[config.mk]
export PLATFORM = sky130hd
export DESIGN_NAME = dbdac_host
export DESIGN_NICKNAME = d
export VERILOG_FILES = /design/src/core/dbdac_pkg.sv /design/src/core/dbdac_host.sv /design/src/core/dbdac_sync.sv
export SDC_FILE = /design/constraint.sdc
export NUM_CORES = 1
export LEC_CHECK = 0
export ABC_AREA = 0
export BUFFER_PORTS_ARGS = -buffer_cell sky130_fd_sc_hd__buf_2
export CAP_MARGIN = 20
export CORE_ASPECT_RATIO = 0.7
export CORE_UTILIZATION = 56
export DETAILED_ROUTE_END_ITERATION = 8
export PLACE_DENSITY = 0.79
export SYNTH_ARGS = -nofsm -noshare
export SYNTH_HDL_FRONTEND = slang
export SYNTH_HIERARCHICAL = 1
export SYNTH_SLANG_ARGS = --single-unit
[constraint.sdc]
create_clock -name clk_i -period 2.1 [get_ports clk_i]
set_clock_uncertainty 0.05 [all_clocks]
set_input_delay 0.105 -clock clk_i [delete_from_list [all_inputs] [get_ports clk_i]]
set_output_delay 0.105 -clock clk_i [all_outputs]
set_load 0.05 [all_outputs]
[src/core/dbdac_pkg.sv]
// constants and types shared by the double-buffered converter load controller
package dbdac_pkg;
  // clock rate and pin timing (times in ns, counts derived and rounded up)
  localparam int unsigned CLK_MHZ        = 100;
  localparam int unsigned T_SETUP_NS     = 40;
  localparam int unsigned T_STROBE_NS    = 250;
  localparam int unsigned T_HOLD_NS      = 20;
  localparam int unsigned SETUP_CYC      = (T_SETUP_NS * CLK_MHZ + 999) / 1000;
  localparam int unsigned STROBE_CYC     = (T_STROBE_NS * CLK_MHZ + 999) / 1000;
  localparam int unsigned HOLD_CYC       = (T_HOLD_NS * CLK_MHZ + 999) / 1000;
  localparam int unsigned CNT_W          = 8;
  // word and bus layout
  localparam int unsigned WORD_BITS      = 10;
  localparam int unsigned BUS_BITS       = 16;
  localparam int unsigned BYTE_BITS      = 8;
  localparam int unsigned WIDE_LSB       = 6;
  localparam int unsigned LOW_PAIR_LSB   = 6;
  // step numbers of each sequence
  localparam logic [1:0]  STEP_FIRST     = 2'h0;
  localparam logic [1:0]  STEP_SECOND    = 2'h1;
  localparam logic [1:0]  STEP_THIRD     = 2'h2;
  // synchroniser reset level of the idle-high trigger pin
  localparam logic        SYNC_RST_LEVEL = 1'b1;

  // transfer modes requested by the user side
  typedef enum logic [2:0] {
    DBDAC_AUTO = 3'h0,  // two bytes, update on the second
    DBDAC_CPU  = 3'h1,  // two bytes, update on a third write
    DBDAC_EXT  = 3'h2,  // two bytes, update on the external trigger
    DBDAC_WIDE = 3'h3,  // one 10-bit write on the wide bus
    DBDAC_PORT = 3'h4   // two-port adapter, select held, pulsed update
  } dbdac_mode_t;
endpackage : dbdac_pkg

[src/core/dbdac_host.sv]
// host-side load controller driving a double-buffered 10-bit converter
// Overview of operation
// RQ1: device loads ten bits, then two bits
// RQ2: high byte goes out first
// RQ3: auto mode: first byte only fills input latch
// RQ4: auto mode: second byte fills and transfers
// RQ5: cpu mode: two writes, third write transfers
// RQ6: transfer strobe low only on third write
// RQ7: external trigger alone times the transfer
// RQ8: wide bus uses upper ten lines
// RQ9: wide bus keeps byte select high
// RQ10: device register follows latch while strobe low
// RQ11: device register holds when strobe rises
// RQ12: byte select and strobe share one address bit
// RQ13: chip select covers both write strobes
// RQ14: port scheme holds chip select low
// RQ15: port scheme: word out, then pulsed transfer
// RQ16: data pins come from a holding register
// RQ17: device ignores writes without chip select
`timescale 1ns/10ps
`default_nettype none
module dbdac_host
  import dbdac_pkg::*;
#(
  parameter int unsigned WORD_W = WORD_BITS,
  parameter int unsigned BUS_W  = BUS_BITS
) (
  // clock, reset, enable
  input  wire logic              clk_i,
  input  wire logic              reset_i,
  input  wire logic              ce_i,
  // user request
  input  wire logic              req_valid_i,
  output logic                   req_ready_o,
  input  wire logic [2:0]        req_mode_i,
  input  wire logic [WORD_W-1:0] req_word_i,
  // user status
  output logic                   busy_o,
  output logic                   done_o,
  output logic                   err_o,
  // external transfer trigger pin, active low, asynchronous
  input  wire logic              ext_update_n_i,
  // converter pins
  output logic [BUS_W-1:0]       db_o,
  output logic                   cs_n_o,
  output logic                   wr_n_o,
  output logic                   byte_select_o,
  output logic                   transfer_strobe_n_o
);
  // the sequencing assumes the 10-bit, two-byte split and a wide bus
  if (WORD_W != WORD_BITS || BUS_W < WIDE_LSB + WORD_W) begin : g_check
    $error("dbdac_host: WORD_W must be 10 and BUS_W at least 16");
  end

  typedef enum logic [4:0] {
    S_IDLE   = 5'h01,  // waiting for a request
    S_TRIG   = 5'h02,  // latch full, waiting for the external trigger
    S_SETUP  = 5'h04,  // address and data settle before the strobe
    S_STROBE = 5'h08,  // write and/or transfer strobe low
    S_HOLD   = 5'h10   // data held after the strobe rises
  } dbdac_state_t;

  dbdac_state_t      state;       // sequencer state
  dbdac_mode_t       mode;        // mode of the running request
  logic [WORD_W-1:0] word;        // word of the running request
  logic [1:0]        step;        // write or transfer step in the sequence
  logic [CNT_W-1:0]  cnt;         // phase counter
  logic [1:0]        last_step;   // final step of the current mode
  logic              step_wr;     // this step pulses the write strobe
  logic              step_transfer_strobe_n;   // this step pulses the transfer strobe
  logic              step_bs;     // byte select level of this step
  logic              mode_ok;     // requested mode code is legal
  logic              trig_fall;   // synchronised trigger edge
  logic [1:0]        pin_step;    // step shown on the pins

  // trigger pin crosses in through three flops
  dbdac_sync u_sync (
    .clk_i   (clk_i),
    .reset_i (reset_i),
    .ce_i    (ce_i),
    .pin_i   (ext_update_n_i),
    .level_o (),
    .fall_o  (trig_fall)
  );

  assign req_ready_o = (state == S_IDLE);  // handshake may be combinational
  assign mode_ok     = (req_mode_i <= 3'(DBDAC_PORT));

  // per-mode step table
  always_comb begin
    last_step = STEP_FIRST;
    step_wr   = 1'b1;
    step_transfer_strobe_n = 1'b0;
    step_bs   = (step == STEP_FIRST);  // RQ12
    unique case (mode)
      DBDAC_AUTO: begin
        last_step = STEP_SECOND;
        step_transfer_strobe_n = (step == STEP_SECOND);  // RQ12
      end
      DBDAC_CPU: begin
        last_step = STEP_THIRD;
        step_transfer_strobe_n = (step == STEP_THIRD);  // RQ5 RQ6
      end
      DBDAC_EXT: begin
        last_step = STEP_THIRD;
        step_wr   = (step != STEP_THIRD);  // third step is transfer only RQ7
        step_transfer_strobe_n = (step == STEP_THIRD);
      end
      DBDAC_WIDE: begin
        step_bs   = 1'b1;  // RQ9
        step_transfer_strobe_n = 1'b1;  // single buffered: update with the write
      end
      DBDAC_PORT: begin
        last_step = STEP_SECOND;
        step_bs   = 1'b1;
        step_wr   = (step == STEP_FIRST);
        step_transfer_strobe_n = (step == STEP_SECOND);  // RQ15
      end
      default: begin
        last_step = STEP_FIRST;  // not reachable, illegal codes refused
      end
    endcase
  end

  // request capture and sequencer
  always_ff @(posedge clk_i) begin
    if (reset_i) begin
      state <= S_IDLE;
      mode  <= DBDAC_AUTO;
      word  <= '0;
      step  <= STEP_FIRST;
      cnt   <= '0;
    end else if (ce_i) begin
      unique case (state)
        S_IDLE: begin
          if (req_valid_i && mode_ok) begin
            mode  <= dbdac_mode_t'(req_mode_i);
            word  <= req_word_i;
            step  <= STEP_FIRST;
            cnt   <= CNT_W'(SETUP_CYC - 1);
            state <= S_SETUP;
          end
        end
        S_TRIG: begin
          // an edge seen before this state is not remembered
          if (trig_fall) begin
            cnt   <= CNT_W'(SETUP_CYC - 1);
            state <= S_SETUP;  // RQ7
          end
        end
        S_SETUP: begin
          cnt <= cnt - 1'b1;
          if (cnt == '0) begin
            cnt   <= CNT_W'(STROBE_CYC - 1);
            state <= S_STROBE;
          end
        end
        S_STROBE: begin
          cnt <= cnt - 1'b1;
          if (cnt == '0) begin
            cnt   <= CNT_W'(HOLD_CYC - 1);
            state <= S_HOLD;
          end
        end
        S_HOLD: begin
          cnt <= cnt - 1'b1;
          if (cnt == '0) begin
            if (step == last_step) begin
              state <= S_IDLE;
            end else begin
              step <= step + 1'b1;
              cnt  <= CNT_W'(SETUP_CYC - 1);
              // external mode waits for its trigger before the transfer
              state <= (mode == DBDAC_EXT && step == STEP_SECOND) ? S_TRIG : S_SETUP;
            end
          end
        end
      endcase
    end
  end

  // user status: done and error pulses, busy level
  always_ff @(posedge clk_i) begin
    if (reset_i) begin
      done_o <= 1'b0;
      err_o  <= 1'b0;
      busy_o <= 1'b0;
    end else if (ce_i) begin
      done_o <= (state == S_HOLD) && (cnt == '0) && (step == last_step);
      err_o  <= (state == S_IDLE) && req_valid_i && !mode_ok;  // dropped
      busy_o <= (state != S_IDLE);
    end
  end

  // pin registers, one cycle behind the sequencer; the registered bus keeps
  // the converter inputs quiet between strobes RQ16
  always_ff @(posedge clk_i) begin
    if (reset_i) begin
      db_o                <= '0;
      cs_n_o              <= 1'b1;
      wr_n_o              <= 1'b1;
      byte_select_o       <= 1'b1;
      transfer_strobe_n_o <= 1'b1;
      pin_step            <= STEP_FIRST;
    end else if (ce_i) begin
      pin_step            <= step;
      wr_n_o              <= !(state == S_STROBE && step_wr);
      transfer_strobe_n_o <= !(state == S_STROBE && step_transfer_strobe_n);  // RQ6 RQ12
      // select spans setup to hold of each write; port mode holds it
      cs_n_o <= !(((state == S_SETUP || state == S_STROBE || state == S_HOLD) && step_wr)
                  || (mode == DBDAC_PORT && state != S_IDLE));  // RQ13 RQ14
      if (state == S_SETUP) begin
        byte_select_o <= step_bs;
        db_o          <= '0;
        if (mode == DBDAC_WIDE || mode == DBDAC_PORT) begin
          db_o[WIDE_LSB +: WORD_W] <= word;  // upper ten lines RQ8 RQ15
        end else if (step == STEP_FIRST) begin
          db_o[BYTE_BITS-1:0] <= word[WORD_W-1 -: BYTE_BITS];  // RQ2
        end else begin
          db_o[LOW_PAIR_LSB +: 2] <= word[1:0];  // low pair on top lines
        end
      end
    end
  end
endmodule // dbdac_host
`default_nettype wire

[src/core/dbdac_sync.sv]
// three-stage synchroniser with agreement filter and falling-edge pulse
`timescale 1ns/10ps
`default_nettype none
module dbdac_sync
  import dbdac_pkg::*;
(
  // clock, reset, enable
  input  wire logic clk_i,
  input  wire logic reset_i,
  input  wire logic ce_i,
  // asynchronous pin
  input  wire logic pin_i,
  // synchronised results
  output logic      level_o,
  output logic      fall_o
);
  logic meta;   // first stage, read only by the second
  logic sync2;  // second stage
  logic sync3;  // third stage

  // shift chain; reset to the idle-high level
  always_ff @(posedge clk_i) begin
    if (reset_i) begin
      meta  <= SYNC_RST_LEVEL;
      sync2 <= SYNC_RST_LEVEL;
      sync3 <= SYNC_RST_LEVEL;
    end else if (ce_i) begin
      meta  <= pin_i;
      sync2 <= meta;
      sync3 <= sync2;
    end
  end

  // accept a change only when stages two and three agree
  always_ff @(posedge clk_i) begin
    if (reset_i) begin
      level_o <= SYNC_RST_LEVEL;
      fall_o  <= 1'b0;
    end else if (ce_i) begin
      fall_o <= 1'b0;
      if (sync2 == sync3) begin
        level_o <= sync3;
        fall_o  <= level_o && !sync3;  // one pulse per accepted fall
      end
    end
  end
endmodule // dbdac_sync
`default_nettype wire

Yosys cells after proc, flatten, opt, wreduce, memory -nomap -nowiden
Cells that the tools add are included.

Output and inout bits: 24. Word-level logic and storage cells: 104. Input bits: 18. Flip-flop bits (word level): 56.

$lt $le $gt $ge: 1. Reductions and logical operators: 33. Muxes and demuxes: 29. Add/subtract/negate cells: 2. Eq/ne operators: 21.

Operators by type and width (number): $mux 8 (7); $pmux 8 s5 (1); $mux 5 (5); $pmux 5 s5 (1); $mux 6 (2); $logic_and 1x1->1 (11); $mux 2 (5); $ne 2x2->1 const B (5); $logic_not 8->1 (1); $pmux 2 s2 (2); $sub 8x1->8 const B (1); $eq 3x2->1 const B (2); $mux 3 (2); $reduce_and 3->1 (2); $reduce_and 6->1 (1); $reduce_or 2->1 (3); $eq 5x1->1 const B (1); $eq 5x2->1 const B (1); $eq 5x3->1 const B (1); $eq 5x4->1 const B (1); $eq 5x5->1 const B (1); $logic_not 1->1 (5); $ne 5x1->1 const B (1); $reduce_and 5->1 (1); other kinds (17) (23).

Depth between registers and ports, before layout
Gate-level depths: netlist of the first run.

Word-level depth: 7. Depth in mapped cells: 9. Mapped depth without buffers: 7.

Modules after synthesis
The synthesis of the first run kept the hierarchy.

Modules (own cells, without submodules): dbdac_host (sequential area each 1021.0 um^2, times used 1, cells an instance 307, area each 2507.4 um^2); dbdac_sync (sequential area each 100.1 um^2, times used 1, cells an instance 19, area each 201.4 um^2).

Worst setup path before layout of the first run
OpenSTA, ideal clock, no wires.

Kind: register -> register. From: reg state[4]. To: reg word[5]. Slack: 144 ps. Clock period less this slack: 1956 ps. Cell stages (with the launch flop): 10. Library setup time: 71 ps. Path buffers: 4. Arrival: 1836 ps. Data required time: 1979 ps. Cell sequence: dfxtp_1 -> clkbuf_8 -> nor4_2 -> and2_1 -> buf_2 -> and4_1 -> buf_2 -> buf_4 -> nand2_1 -> a21oi_1.

Word-level cells in the longest chain between the ends: 2.

Ends and longest elaborated chain: from (decl) (RTL line dbdac_host.sv:63) `dbdac_state_t state;`; from (signal assigned) (RTL line dbdac_host.sv:174) `state <= (mode == DBDAC_EXT && step == STEP_SECOND) ? S_TRIG : S_SETUP;`; $eq 5x1->1; net req_ready_o (RTL line dbdac_host.sv:34) `output logic req_ready_o,`; $reduce_and 3->1 (no line); to (signal assigned) (RTL line dbdac_host.sv:138) `word <= req_word_i;`; to (decl) (RTL line dbdac_host.sv:65) `logic [WORD_W-1:0] word;`.

The timed path passes the listed nets, and every way through them passes these cells. A chain may end at the register's enable or synchronous reset.

Worst setup path after layout of the first run
From: reg mode[0]. To: reg state[1].

Word-level cells in the longest chain between the ends: 7. Elaborated cells between the ends (all ways): 13. Those cells by class: 4 x eq/ne; 5 x mux; 4 x reduce/logical.

Ends and longest elaborated chain: from (decl) (RTL line dbdac_host.sv:64) `dbdac_mode_t mode;`; from (signal assigned) (RTL line dbdac_host.sv:137) `mode <= dbdac_mode_t'(req_mode_i);`; $eq 3x3->1, or another cell as far along (RTL line dbdac_host.sv:95) `unique case (mode)`; $reduce_or 2->1 (no line); $pmux 2 s2 (RTL line dbdac_host.sv:95); $eq 2x2->1 (RTL line dbdac_host.sv:168) `if (step == last_step) begin`; $mux 3 * (RTL line dbdac_host.sv:168); $mux 5 * (RTL line dbdac_host.sv:167) `if (cnt == '0) begin`; $pmux 5 s5 * (RTL line dbdac_host.sv:134) `unique case (state)`.

Mark *: on every way between the ends. The rest lies on a longest branch, timed or not. The select of a mux whose other input is x is not followed.

==> results of run 1 <==
==> repair_timing <==
| item | 4_1_cts | 5_1_grt |
|---|---|---|
| hold buffers | 12 | 0 |
| resized for setup | 0 | 11 |
| hold endpoints to repair | 12 | 0 |
| setup endpoints to repair | 0 | 11 |
==> critical path, cell delays in order, from the launching register on <==
cell,delay (ns)
dfxtp_1,0.42
maj3_2,0.36
a22o_1,0.23
a211oi_2,0.30
or4b_1,0.47
a21oi_1,0.15
==> cell usage in the layout, fill, tap and decap left out, types with 6 or more instances in the layout <==
master,netlist,routed
o21ai_0,9,9
a21oi_1,38,38
nand2_1,51,51
nor3_1,6,6
a22oi_1,7,7
buf_4,4,21
dfxtp_1,56,53
nand3_1,17,17
inv_1,7,7
buf_2,3,41
dlygate4sd3_1,1,12
nor2_1,27,26
==> through the flow <==
step                      utilization, %  hold WS, ns  cell area (um2)
after floorplan                        -        0.127             2710
after global placement              66.7        0.271             2990
after detailed placement            66.7        0.265             2990
after CTS                           71.8      0.00478             3220
after global routing                72.7      0.00761             3260
final                               72.7      0.00705             3260
==> cell families after synthesis <==
logic type / after synthesis
multiplexers: 4
adder cells (fa/ha/maj): 6
XOR/XNOR: 5
flip-flops: 56
buffers and inverters: 30
AND/OR/NAND/NOR: 140
AO/OA/AOI/OAI: 85
==> final timing paths <==
path	to	slack, ns	cells past startpoint
worst min-delay path	mode[1]$_SDFFE_PP0P_	0.007	3
worst min register to register	db_o[9]$_SDFFE_PP0P_	0.41	2
worst max register to register	state[1]$_SDFFE_PP0P_	0.05	5
worst max-delay path	state[1]$_SDFFE_PP0P_	0.05	5
==> power by group <==
part | internal (mW) | switching [mW] | total (mW)
Sequential | 1.10 | 0.0432 | 1.14
Clock | 0.354 | 0.366 | 0.720
Combinational | 0.158 | 0.239 | 0.397
==> sequential cells by signal (all words and copies together) (netlist names) <==
signal               flops
state                    5
busy_o                   1
u_sync/meta              1
transfer_strobe_n_o      1
err_o                    1
cnt                      8
byte_select_o            1
word                    10
wr_n_o                   1
u_sync/sync3             1
step                     2
done_o                   1
u_sync/sync2             1
cs_n_o                   1
u_sync/fall_o            1
mode                     3
u_sync/level_o           1
db_o                    16
==> area by class of cell <==
class,instances,area share (%)
Multi-Input combinational cell,240,44.3
Sequential cell,56,34.5
Timing Repair Buffer,74,14.8
Clock buffer,5,2.11
Tap cell,55,2.11
Clock inverter,3,1.31
Inverter,7,0.807
==> per-layer routing <==
metal	GRT usage, %	part of all wire [%]	up-vias	wire, um
met4	8.96	1.3	0	93
met2	43.3	41	137	3010
li1	-	-	1268	-
met1	43.3	48	1229	3520
met3	9.25	9.8	11	719
met5	0	0	-	0
==> results.sh, run 1 <==
export IMPL_maxCapViolations=0
export IMPL_cts_sinks=56
export IMPL_synth_edf_count=0
export IMPL_finalCriticalPeriod_ns=2.05
export IMPL_cp_startpoint="mode[0]$_SDFFE_PP0P_"
export IMPL_ys_flop_type="dfxtp_1"
export IMPL_grt_max_degree=30
export IMPL_cp_end_kind="flop"
export IMPL_synthAdderAreaFrac_pct=2.73
export IMPL_worstMarginPinSlew_ns=0.531
export IMPL_synth_top_area_share_pct=41.4
export IMPL_grt_use_total_pct=30.2
export IMPL_cp_max_fo=10
export IMPL_cts_buffers_inserted=5
export IMPL_cts_root_buf="clkbuf_8"
export IMPL_synth_area_leaders="dfxtp_1 41%, nand2_1 7.1%, a21oi_1 7.0%"
export IMPL_layout_nets=407
export IMPL_drv_slew=0
export IMPL_relSlewSlack_pct=64.4
export IMPL_htreeDepth=2
export IMPL_num_rows=20
export IMPL_synth_seq_cells=56
export IMPL_insertion_delay_ns=0.32
export IMPL_setup_viol=0
export IMPL_rsz0062_at_grt="no"
export IMPL_post_drt_wl_per_cell_um=16.7
export IMPL_clk_pin_slew_ns=0.10
export IMPL_cp_data_required_time_ns=2.29
export IMPL_start_kind="flop"
export IMPL_drive_above_1_share_pct=23.4
export IMPL_min_from="req_mode_i[1]"
export IMPL_ys_warnings_count=6
export IMPL_synth_top_family_by_area="simple AND/OR/NAND/NOR gates"
export IMPL_yosysUniqueCellTypes=55
export IMPL_crit_arrival_ns=2.25
export IMPL_fp_dieW_um=85.1
export IMPL_gp_congestion=0.948
export IMPL_antenna_found_initial=0
export IMPL_max_freq_mhz=487
export IMPL_synth_async_reset_ratio_pct=0
export IMPL_synth_top_cell_by_area="dfxtp_1"
export IMPL_dieArea_um2=5120
export IMPL_post_cts_buffers=0
export IMPL_placed_cells=420
export IMPL_grt_ovfl_total=0
export IMPL_synthesis_nets=349
export IMPL_clockBufferDepth=2
export IMPL_area_growth_syn_to_layout_pct=20.2
export IMPL_grt_pass1_wl_mm=11.7
export IMPL_io_buffers=41
export IMPL_yosysMostFrequentCell="dfxtp_1"
export IMPL_netlist_area_um2=2710
export IMPL_core_area_um2=4480
export IMPL_synth_xor_area_share_pct=1.62
export IMPL_grt_pass1_vias=2377
export IMPL_drt_iter0_drc=254
export IMPL_total_power_mw=2.26
export IMPL_synthMuxAreaShare_pct=1.48
export IMPL_ys_seq_area_share_pct=41.4
export IMPL_regArea_um2=1120
export IMPL_die_height_um=60.2
export IMPL_multiInputGateArea_um2=1440
export IMPL_cellPowerDensity_nw_per_um2=694
export IMPL_cts_tree="yes"
export IMPL_synthSimpleGateAreaFrac_pct=25.9
export IMPL_vias=2645
export IMPL_setup_slack_ns=0.0474
export IMPL_drt_total_wl_mm=7.34
export IMPL_post_place_ws_ns=0.104
export IMPL_p_leak_nw=1.29
export IMPL_dp_hpwl_mm=5.20
export IMPL_io_pins=42
export IMPL_worst_setup_path_type="flop to flop"
export IMPL_fillers=355
export IMPL_finalHoldViolations=0
export IMPL_ys_top_cells_by_count="56 x dfxtp_1, 51 x nand2_1, 38 x a21oi_1, 27 x nor2_1, 17 x nand3_1"
export IMPL_drt_first_pass_iters=4
export IMPL_period_share_pct=97.7
export IMPL_drc=0
export IMPL_stdcell_count=440
export IMPL_ant_nets=0
export IMPL_status="finished, final reports clean"
export IMPL_ir_worst_vdd_uv=345
export IMPL_synth_compound_area_share_pct=20.3
export IMPL_finalSetupTns_ns=0
export IMPL_timing_rr_start="mode[0]$_SDFFE_PP0P_"
export IMPL_antenna_cells=0
export IMPL_postSynthAreaPerCell_um2=8.31
export IMPL_syn_inst=326
export IMPL_start_util_pct=60.5
export IMPL_hp_class="input pin to flop"
export IMPL_vias_per_cell=6.01
Power figures use the tool's default switching activity.
==> run 2: changes to the inputs <==
--- a/config.mk
+++ b/config.mk
@@ -9,5 +9,5 @@
 export BUFFER_PORTS_ARGS = -buffer_cell sky130_fd_sc_hd__buf_2
 export CAP_MARGIN = 20
-export CORE_ASPECT_RATIO = 0.7
+export CORE_ASPECT_RATIO = 0.9
 export CORE_UTILIZATION = 56
 export DETAILED_ROUTE_END_ITERATION = 8
--- a/constraint.sdc
+++ b/constraint.sdc
@@ -3,3 +3,3 @@
 set_input_delay 0.105 -clock clk_i [delete_from_list [all_inputs] [get_ports clk_i]]
 set_output_delay 0.105 -clock clk_i [all_outputs]
-set_load 0.05 [all_outputs]
+set_load 0.01 [all_outputs]
==> run 2 against run 1 <==
Sequential cell count is the same. Final area down 0.73%. Count of clock-buffer cells in the layout stayed put. Fmax is 2.8% higher. Register-to-register slack better by 0.06 ns. Utilization is 1.6 points lower. Global-route usage fell by 2.9 points. Power fell by 2.6%. Sequential share of layout area rose by 0.14 points. Non-clock buffer count shrank 3. Via count is 3.4% lower. Critical path depth unchanged. Largest cell class unchanged. Highest routed layer unchanged.
==> results.sh, run 2 (same netlist as run 1, synthesis figures left out) <==
export IMPL_grt_ovfl_total=0
export IMPL_post_drt_wl_per_cell_um=14.8
export IMPL_worst_setup_path_type="flop to flop"
export IMPL_largest_reg_flops=16
export IMPL_finalCriticalPeriod_ns=2.00
export IMPL_top_regs="db_o x16, word x10, cnt x8"
export IMPL_grt_use_total_pct=27.3
export IMPL_htreeDepth=2
export IMPL_relSlewSlack_pct=66.7
export IMPL_fp_dieW_um=75.3
export IMPL_rsz0062_at_grt="no"
export IMPL_finalSetupTns_ns=0
export IMPL_p_leak_nw=1.27
export IMPL_vias=2555
export IMPL_insertion_delay_ns=0.31
export IMPL_grt_pass1_wl_mm=10.6
export IMPL_max_freq_mhz=501
export IMPL_status="finished, final reports clean"
export IMPL_min_from="req_mode_i[0]"
export IMPL_io_buffers=41
export IMPL_layout_common_cells="56 x dfxtp_1, 51 x nand2_1, 41 x buf_2"
export IMPL_die_height_um=68.0
export IMPL_clockBufferDepth=2
export IMPL_worstMarginPinSlew_ns=0.497
export IMPL_cp_startpoint="mode[0]$_SDFFE_PP0P_"
export IMPL_fillers=382
export IMPL_antenna_cells=0
export IMPL_ir_worst_vdd_uv=489
export IMPL_grt_pass1_vias=2185
export IMPL_cts_buffers_inserted=5
export IMPL_cp_max_fo=10
export IMPL_cts_sinks=56
export IMPL_start_util_pct=59.6
export IMPL_drc=0
export IMPL_finalHoldViolations=0
export IMPL_drt_iter0_drc=285
export IMPL_start_kind="flop"
export IMPL_setup_viol=0
export IMPL_cts_tree="yes"
export IMPL_vias_per_cell=5.75
export IMPL_core_area_um2=4550
export IMPL_num_rows=23
export IMPL_crit_arrival_ns=2.19
export IMPL_total_power_mw=2.20
export IMPL_drv_slew=0
export IMPL_layout_nets=404
export IMPL_maxCapViolations=0
export IMPL_dieArea_um2=5120
export IMPL_ant_nets=0
export IMPL_final_common_cell="dfxtp_1"
export IMPL_dp_hpwl_mm=4.69
export IMPL_cp_data_required_time_ns=2.30
export IMPL_antenna_found_initial=0
export IMPL_gp_congestion=0.871
export IMPL_clk_pin_slew_ns=0.10
export IMPL_drt_total_wl_mm=6.55
export IMPL_hp_class="input pin to flop"
export IMPL_cp_end_kind="flop"
export IMPL_grt_max_degree=26
export IMPL_timing_rr_start="mode[0]$_SDFFE_PP0P_"
export IMPL_max_stage_delay_ns=0.47
export IMPL_period_share_pct=95.1
export IMPL_area_growth_syn_to_layout_pct=19.4
export IMPL_largest_register="db_o"
export IMPL_cp_slowest_cell="or4b_1"
export IMPL_drt_first_pass_iters=4
export IMPL_cts_root_buf="clkbuf_8"
export IMPL_io_pins=42
export IMPL_post_cts_buffers=0
export IMPL_drive_above_1_share_pct=21.2
export IMPL_whs_ns=0.00443
export IMPL_crit_chain="maj3_2, a22o_1, a211oi_2, or4b_1, a21oi_1"
export IMPL_cellPowerDensity_nw_per_um2=681
## run 2: cell count changes in the layout (fill, tap and decap cells not counted), sizes merged
cell / previous run / this run
buf: 62 / 60
dlygate4sd3: 12 / 11
## run 2: worst max-delay path: cells and delay by family, from the launching register on
kind | cells | cell delay (ns)
adder cells (fa/ha/maj) | 1 | 0.35
AO/OA/AOI/OAI | 3 | 0.64
AND/OR/NAND/NOR | 1 | 0.47
flip-flops | 1 | 0.42
## run 2: stage by stage
| stage | setup WS (ns) | std cells | util, % | cell area [um2] |
|---|---|---|---|---|
| floorplan | 0.222 | 326 | - | 2710 |
| global placement | 0.170 | 425 | 65.8 | 2990 |
| detailed placement | 0.122 | 425 | 65.8 | 2990 |
| CTS | 0.0878 | 444 | 70.7 | 3210 |
| global route | 0.00519 | 444 | 71.1 | 3230 |
| finish | 0.103 | 444 | 71.1 | 3230 |
## run 2: worst paths after layout
kind         slack, ns  cells past startpoint               endpoint
max               0.10                      5  state[1]$_SDFFE_PP0P_
min              0.004                      3   mode[0]$_SDFFE_PP0P_
max reg2reg       0.10                      5  state[1]$_SDFFE_PP0P_
min reg2reg       0.41                      2  db_o[15]$_SDFFE_PP0P_
## run 2: repair_timing
item | 4_1_cts | 5_1_grt
hold buffers | 11 | 0
resized for setup | 0 | 3
endpoints found under the setup margin | 0 | 4
endpoints found under the hold margin | 11 | 0
## run 2: layout make-up
cell class	count	area (um2)	area share (%)
Multi-Input combinational cell	240	1430	44.1
Sequential cell	56	1120	34.7
Timing Repair Buffer	71	470	14.6
Tap cell	62	77.6	2.40
Clock buffer	5	68.8	2.13
Clock inverter	3	42.5	1.32
Inverter	7	26.3	0.813
## run 2: layer usage
layer	wire length (um)	vias to the layer above	share of wire (%)	GRT usage [%]
met5	0	-	0	0
met2	2910	97	44	41.5
met4	76	0	1.2	7.18
li1	-	1265	-	-
met3	390	10	6.0	4.27
met1	3180	1183	48	40.1
## run 2: power by group
group / switching (mW) / internal [mW]
logic: 0.198 / 0.157
registers: 0.0399 / 1.10
clock network: 0.354 / 0.353
total: 0.591 / 1.61
==> run 3: changes to the inputs <==
--- a/config.mk
+++ b/config.mk
@@ -17,2 +17,3 @@
 export SYNTH_HIERARCHICAL = 1
 export SYNTH_SLANG_ARGS = --single-unit
+export TNS_END_PERCENT = 1
==> constraint.sdc (replaced) <==
create_clock -name clk_i -period 2.1 [get_ports clk_i]
set_clock_uncertainty 0.05 [all_clocks]
set_input_delay 0.21 -clock clk_i [delete_from_list [all_inputs] [get_ports clk_i]]
set_output_delay 0.21 -clock clk_i [all_outputs]
set_load 0.01 [all_outputs]
==> run 3 against run 2 <==
First-iteration DRC count decreased by 4.9%. Largest power group unchanged. Worst hold slack improved by 0.040 ns. Power decreased by 4.6%. Final cell count down 2.9%. Die area is the same. Utilization down 3.0 points. Non-clock buffer count shrank 13. Sequential share of layout area is 1.6 points higher. Register-to-register slack lost 0.04 ns. Count of clock-buffer cells in the layout up 1.
==> results.sh, run 3 (same netlist as run 1, synthesis figures left out) <==
export IMPL_largest_register="db_o"
export IMPL_dieArea_um2=5120
export IMPL_cts_root_buf="clkbuf_8"
export IMPL_grt_ovfl_total=0
export IMPL_hp_class="input pin to flop"
export IMPL_cp_data_required_time_ns=2.28
export IMPL_clockBufferDepth=2
export IMPL_io_pins=42
export IMPL_relSlewSlack_pct=63.7
export IMPL_r2r_cells=6
export IMPL_drt_first_pass_iters=5
export IMPL_stdcell_area_um2=3100
export IMPL_p_leak_nw=1.20
export IMPL_place_area_um2=2980
export IMPL_crit_arrival_ns=2.21
export IMPL_worst_setup_path_type="flop to flop"
export IMPL_layout_nets=391
export IMPL_antenna_cells=0
export IMPL_drc=0
export IMPL_vias_per_cell=5.81
export IMPL_post_place_ws_ns=0.0924
export IMPL_insertion_delay_ns=0.31
export IMPL_ir_worst_vdd_uv=413
export IMPL_finalCriticalPeriod_ns=2.03
export IMPL_gp_congestion=0.888
export IMPL_grt_pass1_wl_mm=10.4
export IMPL_cellPowerDensity_nw_per_um2=678
export IMPL_regArea_um2=1120
export IMPL_vias=2503
export IMPL_io_buffers=41
export IMPL_htreeDepth=2
export IMPL_max_freq_mhz=492
export IMPL_final_common_cell="dfxtp_1"
export IMPL_die_height_um=68.0
export IMPL_min_path_cells=2
export IMPL_num_rows=23
export IMPL_cts_sinks=56
export IMPL_status="finished, final reports clean"
export IMPL_start_util_pct=59.6
export IMPL_clk_pin_slew_ns=0.10
export IMPL_whs_ns=0.0447
export IMPL_grt_max_degree=35
export IMPL_drive_above_1_share_pct=21.7
export IMPL_setup_viol=0
export IMPL_start_kind="flop"
export IMPL_drv_slew=0
export IMPL_drt_iter0_drc=271
export IMPL_dp_hpwl_mm=4.59
export IMPL_maxCapViolations=0
export IMPL_worstMarginPinSlew_ns=0.542
export IMPL_ant_nets=0
export IMPL_cts_tree="yes"
export IMPL_post_drt_wl_per_cell_um=14.9
export IMPL_finalHoldViolations=0
export IMPL_setup_slack_ns=0.0655
export IMPL_fillers=412
export IMPL_grt_pass1_vias=2195
export IMPL_top_regs="db_o x16, word x10, cnt x8"
export IMPL_antenna_found_initial=0
export IMPL_cp_max_fo=13
export IMPL_layout_common_cells="55 x dfxtp_1, 51 x nand2_1, 41 x buf_2"
export IMPL_core_area_um2=4550
export IMPL_cts_buffers_inserted=5
export IMPL_grt_use_total_pct=27.0
export IMPL_area_growth_syn_to_layout_pct=14.3
export IMPL_ctsHoldBuffers=0
export IMPL_rsz0062_at_grt="yes"
export IMPL_period_share_pct=96.9
export IMPL_multiInputGateArea_um2=1430
export IMPL_largest_reg_flops=16
export IMPL_fp_dieW_um=75.3
export IMPL_drt_total_wl_mm=6.41
export IMPL_cp_end_kind="flop"
==> run 3: final cells by class <==
type                       count  area share [%]
sequential                    56            36.3
inverter                       7           0.849
tap                           62            2.51
clock inverter                 2           0.485
clock buffer                   6            2.67
timing repair buffer          58            11.2
multi-input combinational    240            46.1
==> run 3: report_power, final <==
| group | internal, mW | switching (mW) |
|---|---|---|
| sequential | 1.10 | 0.0381 |
| combinational | 0.142 | 0.199 |
| clock | 0.268 | 0.353 |
==> run 3: final timing paths <==
check | start | slack (ns) | to
setup reg to reg | state[4]$_SDFFE_PP0P_ | 0.07 | cnt[0]$_SDFFE_PP0P_
hold reg to reg | db_o[10]$_SDFFE_PP0P_ | 0.41 | db_o[10]$_SDFFE_PP0P_
setup / recovery | state[4]$_SDFFE_PP0P_ | 0.07 | cnt[0]$_SDFFE_PP0P_
hold / removal | ext_update_n_i | 0.04 | u_sync/meta$_SDFFE_PP1P_
==> run 3: per-layer routing <==
layer | track usage [%] | wire length (um) | vias up
li1 | - | - | 1240
met1 | 37.5 | 2980 | 1176
met2 | 42.1 | 2980 | 79
met3 | 5.89 | 390 | 8
met4 | 8.10 | 60 | 0
met5 | 0 | 0 | -
==> run 3: critical path, cell delays in order (launching register included) <==
cell,delay (ns)
dfxtp_1,0.43
or4b_4,0.58
or2_1,0.25
nand3_2,0.22
buf_4,0.18
nor2_1,0.05
a221oi_2,0.19
==> run 3: metrics by stage <==
step | TNS (ns) | total power [mW] | std cells | utilization [%]
6_report | 0 | 2.10 | 431 | 68.1
5_1_grt | -0.0458 | 2.20 | 431 | 68.1
4_1_cts | 0 | 2.11 | 431 | 67.6
3_5_place_dp | 0 | 1.49 | 423 | 65.5
3_3_place_gp | 0 | 1.48 | 423 | 65.5
2_1_floorplan | 0 | 1.39 | 326 | -
==> run 3: timing repair <==
item,CTS,global route
endpoints found under the setup margin,0,8
gates resized for setup,0,5
setup buffers,0,0
